## config.mk

```make
export PLATFORM = sky130hd
export DESIGN_NAME = seg_cache
export DESIGN_NICKNAME = d
export VERILOG_FILES = /design/src/core/cache_pkg.sv /design/src/core/fifo_if.sv /design/src/core/stream_fifo.sv /design/src/core/seg_cache.sv
export SDC_FILE = /design/constraint.sdc
export NUM_CORES = 2
export LEC_CHECK = 0
export ABC_AREA = 1
export ABC_CLOCK_PERIOD_IN_PS = 9200
export BUFFER_PORTS_ARGS = -buffer_cell sky130_fd_sc_hd__buf_2
export CAP_MARGIN = 15
export CORE_ASPECT_RATIO = 2
export CORE_MARGIN = 2
export CORE_UTILIZATION = 35
export CTS_BUF_LIST = sky130_fd_sc_hd__clkbuf_8
export CTS_CLUSTER_SIZE = 12
export DETAILED_ROUTE_END_ITERATION = 12
export PLACE_DENSITY_LB_ADDON = 0.3
export SYNTH_ARGS = -nofsm -noshare
export SYNTH_HDL_FRONTEND = slang
export SYNTH_SLANG_ARGS = --single-unit
```

## constraint.sdc

```tcl
create_clock -name clk -period 9.2 [get_ports clk]
set_input_delay 1.38 -clock clk [delete_from_list [all_inputs] [get_ports clk]]
set_output_delay 1.38 -clock clk [all_outputs]
set_load 0.01 [all_outputs]
```

## src/core/cache_pkg.sv

```systemverilog
package cache_pkg;
  localparam int BUF_BYTES    = 64 * 1024 * 1024;
  localparam int CACHE_KBYTES = 30000;
  localparam int NSEG         = 4;
  localparam int SEG_W        = 2;
  localparam int SEG_BLKS     = 8;
  localparam int POS_W        = 3;
  localparam int CNT_W        = 4;
  localparam int LBA_W        = 32;
  localparam int LEN_W        = 8;
  localparam int DATA_W       = 32;
  localparam int FIFO_DEPTH   = 8;
  localparam int FIFO_CW      = 4;
  localparam int PF_BLKS      = 4;
  localparam int RATIO_W      = 8;
  localparam int STAMP_W      = 8;
  localparam int CNTR_W       = 16;
  localparam logic [15:0] SEG_SIZE_FIELD = 16'hffff;
  localparam logic [1:0]  PF_SCORE_RST   = 2'h2;
  localparam logic [1:0]  PF_SCORE_ON    = 2'h2;
  localparam logic [1:0]  PF_SCORE_MAX   = 2'h3;

  typedef enum logic [2:0] {
    OP_READ, OP_WRITE, OP_SYNC, OP_MODE_SEL, OP_MODE_SENSE
  } cmd_op_e;

  typedef enum logic [1:0] {ST_GOOD, ST_MEDIUM, ST_ILLEGAL} sts_code_e;

  typedef enum logic [2:0] {
    S_IDLE, S_LOOK, S_HIT, S_MISS, S_PF, S_WSET, S_WR
  } state_e;

  typedef struct packed {
    state_e                        st;
    logic [NSEG-1:0]               seg_valid;
    logic [NSEG-1:0]               seg_pf;
    logic [NSEG-1:0]               seg_dirty;
    logic [NSEG-1:0][LBA_W-1:0]    seg_base;
    logic [NSEG-1:0][LBA_W-1:0]    seg_lo;
    logic [NSEG-1:0][CNT_W-1:0]    seg_cnt;
    logic [NSEG-1:0][STAMP_W-1:0]  seg_stamp;
    logic [STAMP_W-1:0]            stamp;
    logic [SEG_W-1:0]              cur_seg;
    logic [LBA_W-1:0]              cur_lba;
    logic [LBA_W-1:0]              wr_lba;
    logic [LBA_W-1:0]              cm_lba;
    logic [LEN_W-1:0]              left;
    logic [LEN_W-1:0]              wr_left;
    logic [LEN_W-1:0]              cm_left;
    logic                          sts_sent;
    logic                          wr_err;
    logic                          push_done;
    logic                          med_req;
    logic                          med_we;
    logic [LBA_W-1:0]              med_lba;
    logic [DATA_W-1:0]             med_wdata;
    logic [1:0]                    pf_score;
    logic [CNTR_W-1:0]             cache_hits;
    logic [CNTR_W-1:0]             pf_hits;
    logic                          deferred_err;
    logic                          sts_valid;
    sts_code_e                     sts_code;
  } state_s;
endpackage

```

## src/core/fifo_if.sv

```systemverilog
`timescale 1ns/1ps
interface fifo_if #(parameter int W = 32, parameter int CW = 4) ();
  logic          in_valid;
  logic          in_ready;
  logic [W-1:0]  in_data;
  logic          out_valid;
  logic          out_ready;
  logic [W-1:0]  out_data;
  logic [CW-1:0] count;
  modport src  (output in_valid, in_data, out_ready,
                input  in_ready, out_valid, out_data, count);
  modport sink (input  in_valid, in_data, out_ready,
                output in_ready, out_valid, out_data, count);
endinterface

```

## src/core/stream_fifo.sv

```systemverilog
`timescale 1ns/1ps
module stream_fifo #(
  parameter int W     = 32,
  parameter int DEPTH = 8
) (
  input  wire logic clk,
  input  wire logic rst_n,
  input  wire logic ce,
  fifo_if.sink      p
);
  import cache_pkg::*;
  localparam int AW = $clog2(DEPTH);

  typedef struct packed {
    logic [DEPTH-1:0][W-1:0] mem;
    logic [AW-1:0]           wp;
    logic [AW-1:0]           rp;
    logic [AW:0]             cnt;
  } fifo_s;

  fifo_s r;
  fifo_s r_nxt;
  logic  push;
  logic  pop;

  assign p.in_ready  = r.cnt != (AW+1)'(DEPTH);
  assign p.out_valid = r.cnt != '0;
  assign p.out_data  = r.mem[r.rp];
  assign p.count     = r.cnt;
  assign push        = p.in_valid && p.in_ready;
  assign pop         = p.out_valid && p.out_ready;

  always_comb
  begin
    r_nxt = r;
    if (push)
    begin
      r_nxt.mem[r.wp] = p.in_data;
      r_nxt.wp = (r.wp == AW'(DEPTH - 1)) ? '0 : r.wp + AW'(1);
    end
    if (pop)
      r_nxt.rp = (r.rp == AW'(DEPTH - 1)) ? '0 : r.rp + AW'(1);
    r_nxt.cnt = r.cnt + (AW+1)'(push) - (AW+1)'(pop);
  end

  always_ff @(posedge clk or negedge rst_n)
  begin
    if (!rst_n)
      r <= '0;
    else if (ce)
      r <= r_nxt;
  end
endmodule

```

## src/core/seg_cache.sv

```systemverilog
// What this block does
// - 64MB buffer, about 30,000 kbytes usable cache
// - Track held block addresses for every segment
// - Read caching on: look in buffer first
// - Read caching off: lookup only hits prefetched segments, else go medium
// - Host transfers paced by buffer-full ratio setting
// - Full hit: send cached blocks, no medium
// - Any miss: fetch blocks into segment, forward
// - Segments are block rings, created on demand
// - Segment-size readback always reads all ones
// - Unchangeable_param_check check rejects segment size change attempt
// - Written data kept cached when caching on and its commit did not fail
// - Segmentation independent of read-cache-disable setting
// - Write clears segments holding overlapping blocks
// - Write wraps, never overwrites uncommitted blocks
// - Write-back: early good status after caching
// - Commit failure after good raises deferred error
// - Synchronize completes only after all committed
// - Read-ahead buffers following blocks; prefetch hits
// - Host prefetch length and ceiling fields ignored
// - Prefetch toggled by predicted hit likelihood
// - Read-ahead and caching switched independently
`timescale 1ns/1ps
module seg_cache (
  input  wire logic                         clk,
  input  wire logic                         rst_n,
  input  wire logic                         ce,
  input  wire logic                         cmd_valid,
  output logic                              cmd_ready,
  input  wire cache_pkg::cmd_op_e           cmd_op,
  input  wire logic [cache_pkg::LBA_W-1:0]  cmd_lba,
  input  wire logic [cache_pkg::LEN_W-1:0]  cmd_len,
  input  wire logic [15:0]                  cmd_seg_size,
  output logic                              sts_valid,
  output cache_pkg::sts_code_e              sts_code,
  input  wire logic                         wr_valid,
  output logic                              wr_ready,
  input  wire logic [cache_pkg::DATA_W-1:0] wr_data,
  output logic                              rd_valid,
  input  wire logic                         rd_ready,
  output logic [cache_pkg::DATA_W-1:0]      rd_data,
  output logic                              med_req,
  output logic                              med_we,
  output logic [cache_pkg::LBA_W-1:0]       med_lba,
  output logic [cache_pkg::DATA_W-1:0]      med_wdata,
  input  wire logic                         med_ack,
  input  wire logic [cache_pkg::DATA_W-1:0] med_rdata,
  input  wire logic                         med_err,
  input  wire logic                         read_cache_disable,
  input  wire logic                         write_back_enable,
  input  wire logic                         lookahead_disable,
  input  wire logic                         unchangeable_param_check,
  input  wire logic [cache_pkg::RATIO_W-1:0] full_ratio,
  output logic [15:0]                       seg_size_rb,
  output logic [cache_pkg::CNTR_W-1:0]      cache_hits,
  output logic [cache_pkg::CNTR_W-1:0]      prefetch_hits,
  output logic                              deferred_err,
  input  wire logic                         deferred_err_clr
);
  import cache_pkg::*;

  localparam int SEG_MAX = SEG_BLKS;

  // Only directory and one word per block are kept here; the bulk of the
  // BUF_BYTES / CACHE_KBYTES store sits in the external buffer RAM.
  logic [DATA_W-1:0]        blk_mem [NSEG*SEG_BLKS];
  state_s                   s;
  state_s                   n;
  logic                     mem_we;
  logic [SEG_W+POS_W-1:0]   mem_wa;
  logic [DATA_W-1:0]        mem_wd;
  logic [NSEG-1:0]          hit_v;
  logic [NSEG-1:0]          ov_v;
  logic [LBA_W:0]           lo_end;
  logic [LBA_W:0]           rq_end;
  logic [SEG_W-1:0]         victim;
  logic                     vfound;
  logic [STAMP_W-1:0]       best;
  logic [SEG_W-1:0]         pick;
  logic                     pick_ok;
  logic [LEN_W-1:0]         pend;
  logic                     defer_set;
  logic                     gate;
  logic [FIFO_CW-1:0]       thr;
  logic                     wr_take;

  fifo_if #(.W(DATA_W), .CW(FIFO_CW)) f ();

  stream_fifo #(.W(DATA_W), .DEPTH(FIFO_DEPTH)) u_fifo (
    .clk   (clk),
    .rst_n (rst_n),
    .ce    (ce),
    .p     (f)
  );

  function automatic logic [SEG_W+POS_W-1:0] blk_idx(
    input logic [SEG_W-1:0] sg,
    input logic [LBA_W-1:0] lba,
    input logic [LBA_W-1:0] base
  );
    logic [LBA_W-1:0] d;
    d = lba - base;
    return {sg, d[POS_W-1:0]};
  endfunction

  // Ratio scaled to fifo depth; a zero ratio still needs one block
  assign thr = (full_ratio[RATIO_W-1 -: POS_W] == '0) ? FIFO_CW'(1) :
               {1'b0, full_ratio[RATIO_W-1 -: POS_W]};
  assign gate = (f.count >= thr) || s.push_done;
  assign rd_valid    = f.out_valid && gate;
  assign f.out_ready = rd_ready && gate && ce;
  assign rd_data     = f.out_data;
  assign cmd_ready   = ce && (s.st == S_IDLE);
  assign wr_ready    = ce && wr_take;
  assign seg_size_rb = SEG_SIZE_FIELD;
  assign sts_valid     = s.sts_valid;
  assign sts_code      = s.sts_code;
  assign med_req       = s.med_req;
  assign med_we        = s.med_we;
  assign med_lba       = s.med_lba;
  assign med_wdata     = s.med_wdata;
  assign cache_hits    = s.cache_hits;
  assign prefetch_hits = s.pf_hits;
  assign deferred_err  = s.deferred_err;
  assign pend = s.cm_left - s.wr_left;

  // Directory lookup, overlap test and victim choice
  always_comb
  begin
    hit_v = '0;
    ov_v = '0;
    lo_end = '0;
    rq_end = {1'b0, s.cur_lba} + (LBA_W+1)'(s.left);
    for (int i = 0; i < NSEG; i++)
    begin
      lo_end = {1'b0, s.seg_lo[i]} + (LBA_W+1)'(s.seg_cnt[i]);
      hit_v[i] = s.seg_valid[i] && (s.cur_lba >= s.seg_lo[i]) &&
                 (rq_end <= lo_end);
      ov_v[i] = s.seg_valid[i] && ({1'b0, s.cur_lba} < lo_end) &&
                ({1'b0, s.seg_lo[i]} < rq_end);
    end
    pick = '0;
    pick_ok = 1'b0;
    for (int i = 0; i < NSEG; i++)
    begin
      if (!pick_ok && hit_v[i] && (!read_cache_disable || s.seg_pf[i]))
      begin
        pick = SEG_W'(i);
        pick_ok = 1'b1;
      end
    end
    victim = '0;
    vfound = 1'b0;
    best = '1;
    for (int i = 0; i < NSEG; i++)
    begin
      if (!vfound && !s.seg_valid[i])
      begin
        victim = SEG_W'(i);
        vfound = 1'b1;
      end
    end
    // Stamps wrap, so age order is only approximate after 256 uses
    for (int i = 0; i < NSEG; i++)
    begin
      if (!vfound && !s.seg_dirty[i] && s.seg_stamp[i] < best)
      begin
        best = s.seg_stamp[i];
        victim = SEG_W'(i);
      end
    end
  end

  always_comb
  begin
    n = s;
    n.sts_valid = 1'b0;
    mem_we = 1'b0;
    mem_wa = '0;
    mem_wd = '0;
    f.in_valid = 1'b0;
    f.in_data = '0;
    wr_take = 1'b0;
    defer_set = 1'b0;
    case (s.st)
      S_IDLE:
      begin
        if (cmd_valid)
        begin
          n.cur_lba = cmd_lba;
          n.left = cmd_len;
          case (cmd_op)
            OP_READ:
            begin
              n.push_done = 1'b0;
              n.st = S_LOOK;
            end
            OP_WRITE:
              n.st = S_WSET;
            OP_MODE_SEL:
            begin
              // Segment size from the host never changes segmentation
              n.sts_valid = 1'b1;
              n.sts_code = (unchangeable_param_check &&
                            cmd_seg_size != SEG_SIZE_FIELD) ?
                           ST_ILLEGAL : ST_GOOD;
            end
            default:
            begin
              // Idle always means every segment is committed
              n.sts_valid = 1'b1;
              n.sts_code = ST_GOOD;
            end
          endcase
        end
      end
      S_LOOK:
      begin
        n.stamp = s.stamp + 8'h1;
        if (pick_ok)
        begin
          n.cur_seg = pick;
          n.seg_stamp[pick] = s.stamp;
          if (s.seg_pf[pick])
          begin
            n.pf_hits = s.pf_hits + 16'h1;
            if (s.pf_score != PF_SCORE_MAX)
              n.pf_score = s.pf_score + 2'h1;
          end
          else
            n.cache_hits = s.cache_hits + 16'h1;
          n.st = S_HIT;
        end
        else
        begin
          n.cur_seg = victim;
          n.seg_valid[victim] = 1'b1;
          n.seg_pf[victim] = 1'b0;
          n.seg_base[victim] = s.cur_lba;
          n.seg_lo[victim] = s.cur_lba;
          n.seg_cnt[victim] = '0;
          n.seg_stamp[victim] = s.stamp;
          // Cold misses leave the predictor alone, else it never climbs
          if (s.pf_score != '0 && (s.seg_pf & s.seg_valid) != '0)
            n.pf_score = s.pf_score - 2'h1;
          n.st = S_MISS;
        end
      end
      S_HIT:
      begin
        if (s.left == '0)
        begin
          n.push_done = 1'b1;
          n.sts_valid = 1'b1;
          n.sts_code = ST_GOOD;
          n.st = S_IDLE;
        end
        else if (f.in_ready)
        begin
          f.in_valid = 1'b1;
          f.in_data = blk_mem[blk_idx(s.cur_seg, s.cur_lba,
                                      s.seg_base[s.cur_seg])];
          n.cur_lba = s.cur_lba + 32'h1;
          n.left = s.left - 8'h1;
        end
      end
      S_MISS, S_PF:
      begin
        if (s.med_req && med_ack)
        begin
          n.med_req = 1'b0;
          if (med_err)
          begin
            // A failed prefetch is dropped; blocks already read stay
            if (s.st == S_MISS)
            begin
              n.sts_valid = 1'b1;
              n.sts_code = ST_MEDIUM;
              n.push_done = 1'b1;
              n.seg_valid[s.cur_seg] = 1'b0;
            end
            n.st = S_IDLE;
          end
          else
          begin
            mem_we = 1'b1;
            mem_wa = blk_idx(s.cur_seg, s.cur_lba, s.seg_base[s.cur_seg]);
            mem_wd = med_rdata;
            if (s.seg_cnt[s.cur_seg] < CNT_W'(SEG_MAX))
              n.seg_cnt[s.cur_seg] = s.seg_cnt[s.cur_seg] + 4'h1;
            else
              n.seg_lo[s.cur_seg] = s.seg_lo[s.cur_seg] + 32'h1;
            if (s.st == S_MISS)
            begin
              f.in_valid = 1'b1;
              f.in_data = med_rdata;
            end
            n.cur_lba = s.cur_lba + 32'h1;
            n.left = s.left - 8'h1;
          end
        end
        else if (!s.med_req && s.left != '0 &&
                 (s.st == S_PF || f.in_ready))
        begin
          n.med_req = 1'b1;
          n.med_we = 1'b0;
          n.med_lba = s.cur_lba;
        end
        else if (!s.med_req && s.left == '0)
        begin
          n.st = S_IDLE;
          if (s.st == S_MISS)
          begin
            n.push_done = 1'b1;
            n.sts_valid = 1'b1;
            n.sts_code = ST_GOOD;
            // Fixed read-ahead length; host prefetch limits not used
            if (!lookahead_disable && s.pf_score >= PF_SCORE_ON)
            begin
              n.left = LEN_W'(PF_BLKS);
              n.seg_pf[s.cur_seg] = 1'b1;
              n.st = S_PF;
            end
          end
        end
      end
      S_WSET:
      begin
        for (int i = 0; i < NSEG; i++)
        begin
          if (ov_v[i])
            n.seg_valid[i] = 1'b0;
        end
        // Same allocation path as reads, whatever read caching says
        n.cur_seg = victim;
        n.seg_valid[victim] = 1'b0;
        n.seg_dirty[victim] = 1'b1;
        n.seg_pf[victim] = 1'b0;
        n.seg_base[victim] = s.cur_lba;
        n.seg_lo[victim] = s.cur_lba;
        n.seg_cnt[victim] = '0;
        n.seg_stamp[victim] = s.stamp;
        n.stamp = s.stamp + 8'h1;
        n.wr_lba = s.cur_lba;
        n.cm_lba = s.cur_lba;
        n.wr_left = s.left;
        n.cm_left = s.left;
        n.sts_sent = 1'b0;
        n.wr_err = 1'b0;
        n.st = S_WR;
      end
      S_WR:
      begin
        wr_take = (s.wr_left != '0) && (pend < LEN_W'(SEG_MAX));
        if (wr_valid && ce && wr_take)
        begin
          mem_we = 1'b1;
          mem_wa = blk_idx(s.cur_seg, s.wr_lba, s.seg_base[s.cur_seg]);
          mem_wd = wr_data;
          if (s.seg_cnt[s.cur_seg] < CNT_W'(SEG_MAX))
            n.seg_cnt[s.cur_seg] = s.seg_cnt[s.cur_seg] + 4'h1;
          else
            n.seg_lo[s.cur_seg] = s.seg_lo[s.cur_seg] + 32'h1;
          n.wr_lba = s.wr_lba + 32'h1;
          n.wr_left = s.wr_left - 8'h1;
        end
        if (s.med_req && med_ack)
        begin
          n.med_req = 1'b0;
          n.cm_lba = s.cm_lba + 32'h1;
          n.cm_left = s.cm_left - 8'h1;
          if (med_err)
            n.wr_err = 1'b1;
        end
        else if (!s.med_req && pend != '0)
        begin
          n.med_req = 1'b1;
          n.med_we = 1'b1;
          n.med_lba = s.cm_lba;
          n.med_wdata = blk_mem[blk_idx(s.cur_seg, s.cm_lba,
                                        s.seg_base[s.cur_seg])];
        end
        if (write_back_enable && s.wr_left == '0 && !s.sts_sent)
        begin
          n.sts_valid = 1'b1;
          n.sts_code = ST_GOOD;
          n.sts_sent = 1'b1;
        end
        if (s.wr_left == '0 && s.cm_left == '0)
        begin
          n.seg_dirty[s.cur_seg] = 1'b0;
          n.seg_valid[s.cur_seg] = !read_cache_disable && !s.wr_err;
          if (!s.sts_sent)
          begin
            n.sts_valid = 1'b1;
            n.sts_code = s.wr_err ? ST_MEDIUM : ST_GOOD;
          end
          else if (s.wr_err)
            defer_set = 1'b1;
          n.st = S_IDLE;
        end
      end
      default:
        n.st = S_IDLE;
    endcase
    // A new failure wins over a clear in the same cycle
    n.deferred_err = defer_set || (s.deferred_err && !deferred_err_clr);
  end

  always_ff @(posedge clk or negedge rst_n)
  begin
    if (!rst_n)
    begin
      s <= '0;
      s.pf_score <= PF_SCORE_RST;
    end
    else if (ce)
      s <= n;
  end

  always_ff @(posedge clk)
  begin
    if (ce && mem_we)
      blk_mem[mem_wa] <= mem_wd;
  end
endmodule

```

; ---- After elaboration in Yosys (flattened, before gate mapping)
; Memories as Yosys holds them, arrays and structs flattened.
; Cells that the tools add are included.
[totals]
ff_bits = 822
n_memories = 1
ramBits = 1024
in_bits = 144
wordCells = 499
[op_classes]
order_cmp = 33
muxes = 193
n_eq_ne = 47
addsub = 26
reduce_logical = 133
bitwise = 14
[mem_list]
columns = name, words, word_bits, rd, rd_ports_with_merged_regs, wr, line
row1 = blk_mem, 32, 32, 2, 0, 1, seg_cache.sv:66  ; logic [DATA_W-1:0] blk_mem [NSEG*SEG_BLKS];
[op_table]
columns = cell, n
row1 = $mux W32, 21
row2 = $pmux W144 S4, 1
row3 = $mux W144, 3
row4 = $bwmux W128, 3
row5 = $mux W272, 1
row6 = $lt A32 B33 Y1, 8
row7 = $bwmux W256, 1
row8 = $pmux W128 S2, 1
row9 = $mux W8, 17
row10 = $add A32 B4 Y33, 4
row11 = $le A33 B33 Y1, 4
row12 = $add A32 B1 Y32 const B, 4
row13 = $bmux W32 S2, 2
row14 = $demux W32 S2, 2
row15 = $ge A32 B32 Y1, 4
row16 = $mux W128, 1
row17 = $pmux W32 S2, 2
row18 = $pmux W64 S2, 1
row19 = $bmux W32 S3, 1
row20 = $demux W32 S3, 1
row21 = $pmux W32 S3, 1
row22 = $pmux W42 S2, 1
row23 = $pmux W34 S2, 1
row24 = $mux W3, 22
row25 = 85 further kinds, 339

; ---- Logic depth before layout (Yosys ltp)
[logic_depth]
word_depth = 30
mapped_depth = 41

; ---- Cells and area by module
; Synthesis repeated with hierarchy kept, for this count alone.
[hier_totals]
hier_cells = 12596
hier_area_um2 = 105327.3
[by_module_without_submodules]
columns = mod, area_per_inst_um2, instances, cells_per_inst
row1 = seg_cache, 91615.4, 1, 10737
row2 = stream_fifo, 13711.9, 1, 1859

; ---- Worst setup path before layout
; Ideal clock, no wire load.
[synth_timing]
path_kind = register to register
startpoint = reg s[227] in the netlist's numbering
endpoint = mem blk_mem[18][0], enable pin
path_slack_ps = 2707
t_arrival_ps = 6071
required_ps = 8779
period_less_slack_ps = 6493
stages_incl_launch_ff = 24
path_cell_list = dfrtp_1 -> nor2_1 -> clkbuf_1 -> clkbuf_1 -> clkbuf_1 -> clkbuf_1 -> clkbuf_1 -> clkbuf_1 -> a22oi_1 -> nand2_1 -> ha_1 -> inv_1 -> fa_1 -> xnor2_1 -> or2_2 -> nand2_1 -> inv_1 -> clkbuf_1 -> buf_2 -> buf_1 -> o22ai_1 -> inv_1 -> nand3_1 -> nor2_1
[synth_via]
elab_chain_cells = 6
word_cells_on_any_way = 8
cone_classes = add/sub: 2 / mux: 6
[synth_lines]
columns = element, line
row1 = start: declaration, seg_cache.sv:67  ; state_s s;
row2 = start signal: assignment, seg_cache.sv:418  ; s <= n;
row3 = $bmux W32 S2, "seg_cache.sv:287, seg_cache.sv:358"
row4 = $mux W3 (implied by the code), "seg_cache.sv:287, seg_cache.sv:358"
row5 = $sub A3 B3 Y3, seg_cache.sv:102  ; d = lba - base;
row6 = $mux W5, seg_cache.sv:272  ; if (med_err)
row7 = $mux W5, seg_cache.sv:269  ; if (s.med_req && med_ack)
row8 = $pmux W5 S2 *, seg_cache.sv:185  ; case (s.st)
row9 = end: declaration, seg_cache.sv:66
; Every way passes the cells marked *; elsewhere a longest branch is shown, timed or not. The select of a mux whose other input is x is not followed.

; ---- Worst setup path in the final report
[layout_timing]
startpoint = reg s[351] in the netlist's numbering
endpoint = reg s, in the netlist cache_hits[2]
[layout_via]
elab_chain_cells = 14
word_cells_on_any_way = 18
cone_classes = add/sub: 1 / order compare: 2 / mux: 6 / bitwise: 1 / reduce/logical: 8
[layout_lines]
columns = element, line
row1 = $add A32 B4 Y33 or $ge A32 B32 Y1 (tied branches), "seg_cache.sv:136, seg_cache.sv:137"
row2 = $le A33 B33 Y1 or $logic_and A1 B1 Y1 (tied branches), "seg_cache.sv:138, seg_cache.sv:137"
row3 = $logic_and A1 B1 Y1 *, seg_cache.sv:137  ; hit_v[i] = s.seg_valid[i] && (s.cur_lba >= s.seg_lo[i]) &&
row4 = $logic_and A1 B1 Y1 * (2 in a row), seg_cache.sv:146  ; if (!pick_ok && hit_v[i] && (!read_cache_disable || s.seg_pf[i]))
row5 = $mux W1, seg_cache.sv:146
row6 = $logic_not A1 Y1, seg_cache.sv:146
row7 = $logic_and A1 B1 Y1 (2 in a row), seg_cache.sv:146
row8 = $mux W2, seg_cache.sv:146
row9 = $bmux W1 S2, seg_cache.sv:224  ; if (s.seg_pf[pick])
row10 = $mux W1 (implied by the code), seg_cache.sv:224
row11 = $not A1 Y1 (no source line), --
row12 = $reduce_and A4 Y1 (no source line) *, --
; Marked as above.
; A chain may end at the register's enable or synchronous reset.

==> summary.md <==
## STA
• Slew @ Worst Pin: 1310 ps
• final count of hold timing violations: 0
• Final Skew: 84.6 ps
• final critical delay including setup and external delays: 8560 ps
• Max Clk Rate: 0.117 GHz
• Rel. slew slack: 12.5%
• Min Hold Slack: 377 ps
• final-report setup violation count: 0
• unrepaired setup endpoints after global routing: no
• number of pins with negative max-slew slack in the final report: 0
• Total Negative Setup Slacks: 0 ps
• crit share post-route: 93.0%

## Die
• boundary pin count: 297
• core area: 0.295 mm²
• overall die area: 0.301 mm²
• number of rows in the core area: 282
• Starting Density: 35.2%
• overall die height: 774 µm
• floorplan die width: 389 µm

## Final layout
• fraction of final layout cells with drive strength greater than 1: 10.3%
• number of cells in the finished layout apart from fillers: 16,300
• fill cell count: 30,000
• Layout Area Growth over Synthesis: 11.0%
• final-stage net count: 13,000
• final design utilization: 39.0%

## Placed design
• global placer's final weighted congestion: 1.08
• buffers added on ports: 275
• number of placed cells counting well taps: 15,800
• Final HPWL DP: 296,000 µm

## CTS
• maximum level of the CTS H-tree: 5
• CTS Root Cell: clkbuf_8
• clock transition time at the flip-flop clock pins of the worst setup and hold paths: 70 ps
• maximum buffer depth of the clock tree: 4
• number of buffers created by CTS: 269
• number of sinks handled by clock tree synthesis: 1,701
• TritonCTS clock tree: built
• number of gates resized after CTS: 0
• number of hold buffers added after CTS: 0
• later-pin clock latency in the skew report: 1000 ps
• post-CTS setup repair buffer count: 0

## Synth
• Most used DFF post-synth: edfxtp_1
• asr flop ratio synth: 39.8%
• number of distinct standard cells referenced by the synthesized netlist: 80
• library cell with the highest instance count after synthesis: nand2_1
• share of Yosys cell area claimed by the top area cell type: 29.6%
• post-synthesis sequential area ratio: 46.0%
• synthesized netlist cell count: 12,200
• synthesized area: 0.104 mm²
• largest area contributor in the netlist: edfxtp_1
• number of register bits inferred by synthesis: 1,701
• Post-synth EDFFs: 1,024
• synthesized area per cell: 8.53 µm²
• top area cells in the synthesized netlist: edfxtp_1, dfrtp_1, nand2_1
• yosys warns: 0
• top cell types by occurrence after synthesis: nand2_1, o21ai_0, inv_1

## GRT
• gr usage total: 28.5%
• global-route wire length before repair: 627,000 µm
• largest net degree at the start of global routing: 228
• initial antenna violation count: 35
• total overflow reported by the global router: 0
• via count of the first global-routing pass: 92,100

## Worst setup path
• r2r worst-path depth: 40
• cell repeated most along the worst path: nand2_1
• Worst EP arrival: 9390 ps
• delay contributed by the slowest stage of the critical path: 640 ps
• startpoint-to-endpoint class of the critical path: flop to flop
• R2R Path Start: s[351]$_DFFE_PN0P_
• R2R setup slack: 640 ps
• largest fanout on the critical path: 22
• type of origin of the critical path: flop
• worst reg2reg path endpoint: cache_hits[2]$_DFFE_PN0P_
• crit end category: flop
• CP required: 10,030 ps
• critical path's slowest cell: nand2_1
• dominant delay contributor by cell family on the critical path: simple AND/OR/NAND/NOR gates
• Buf+Inv Stages, Crit Path: 10

## Drt
• number of vias after detailed routing: 93,900
• number of antenna-violating nets in the routed design: 0
• first-pass iteration count of the detailed router: 7
• average vias per placed instance: 5.77
• DRC marker count from the first detailed-route iteration: 7,336
• Total Routed Length: 440,000 µm
• wire length per cell after detailed routing: 27.0 µm
• Post-route DRC: 0

## Status
• outcome: complete, no violations

## Worst hold path
• path class of the lowest-slack min-delay path: primary input to async pin

## Job
• # Max-Cap Violations: 0

-- state kept, by name (all words and copies together), names as in the netlist --
signal and count:
med_wdata 32, u_fifo.r 262, deferred_err 1, med_we 1, sts_valid 1, med_lba 32
sts_code 2, cache_hits 16, blk_mem 1024, med_req 1, u_fifo.p.count 4, prefetch_hits 16
s 309
-- area by class of cell --
class | count | area [µm²] | area share [%]
sequential | 1701 | 47700 | 41.4
clock inverter | 143 | 808 | 0.702
tap | 3834 | 4800 | 4.16
timing repair buffer | 613 | 4360 | 3.78
clock buffer | 323 | 4450 | 3.86
multi-input combinational | 8497 | 48700 | 42.3
antenna | 18 | 45.0 | 0.0391
inverter | 1145 | 4330 | 3.76
-- through the flow --
stage / area, µm² / setup WS (ps)
floorplan: 104000 / 2710
finish: 115000 / 643
global placement: 110000 / 1100
CTS: 115000 / 1070
global route: 115000 / 281
detailed placement: 110000 / 1030
-- worst register-to-register path, delay by kind of cell (launching register included) --
kind,cells,cell delay (ps)
adder cells (fa/ha/maj),2,690
AO/OA/AOI/OAI,1,70
buffers and inverters,10,1750
AND/OR/NAND/NOR,26,5250
flip-flops,1,490
XOR/XNOR,1,190
-- worst max-delay path by stage --
stage / from / slack (ps) / cells after the start / end
3_5_place_dp: s[285]$_DFFE_PN0P_ / 1030 / 33 / cache_hits[2]$_DFFE_PN0P_
6_report: s[351]$_DFFE_PN0P_ / 640 / 40 / cache_hits[2]$_DFFE_PN0P_
2_1_floorplan: s[227]$_DFFE_PN0P_ / 2710 / 23 / blk_mem[18][0]$_DFFE_PP_
4_1_cts: s[285]$_DFFE_PN0P_ / 1070 / 33 / cache_hits[2]$_DFFE_PN0P_
5_1_grt: s[351]$_DFFE_PN0P_ / 280 / 40 / cache_hits[9]$_DFFE_PN0P_
3_3_place_gp: s[285]$_DFFE_PN0P_ / 1100 / 33 / cache_hits[9]$_DFFE_PN0P_
-- kinds of logic after synthesis --
kind of cell / share of synthesized area [%]
mux: 1.45
buf+inv: 7.75
flops: 46.0
xor+xnor: 1.95
compound gates: 18.0
simple gates: 17.6
other cells: 0.00361
fa+ha+maj: 7.27
-- cells in the final DEF, fill, tap and decap left out, types with 26 or more instances in the layout --
cell type     n
a211oi_1     27
mux2_2      128
nand2_1    2187
o311ai_0    128
a21o_1      133
o31ai_1      38
nand4_1     237
nor4_1       35
nor2_1      899
nor2_4       43
nand3_1     577
inv_1      1200
clkbuf_8    323
a31oi_1     112
o221ai_1     49
ha_1        585
o22ai_1      84
o211ai_1    354
xnor2_1      36
o21ai_1      26
dfrtp_1     674
edfxtp_1   1024
a21oi_1    1005
buf_2       275
nor3_1      240
xor2_1      195
o21a_1       28
buf_4       294
o21ai_0    1107
clkinv_1     27
-- routing by layer --
metal / global-route usage [%] / wire length (µm)
met3: 5.95 / 31700
met5: 0 / 116
met2: 48.2 / 211000
met4: 27.4 / 49500
met1: 28.9 / 147000
Power is not shown: default switching activity piles up to over one toggle a cycle in this logic, so the estimate is an artifact.
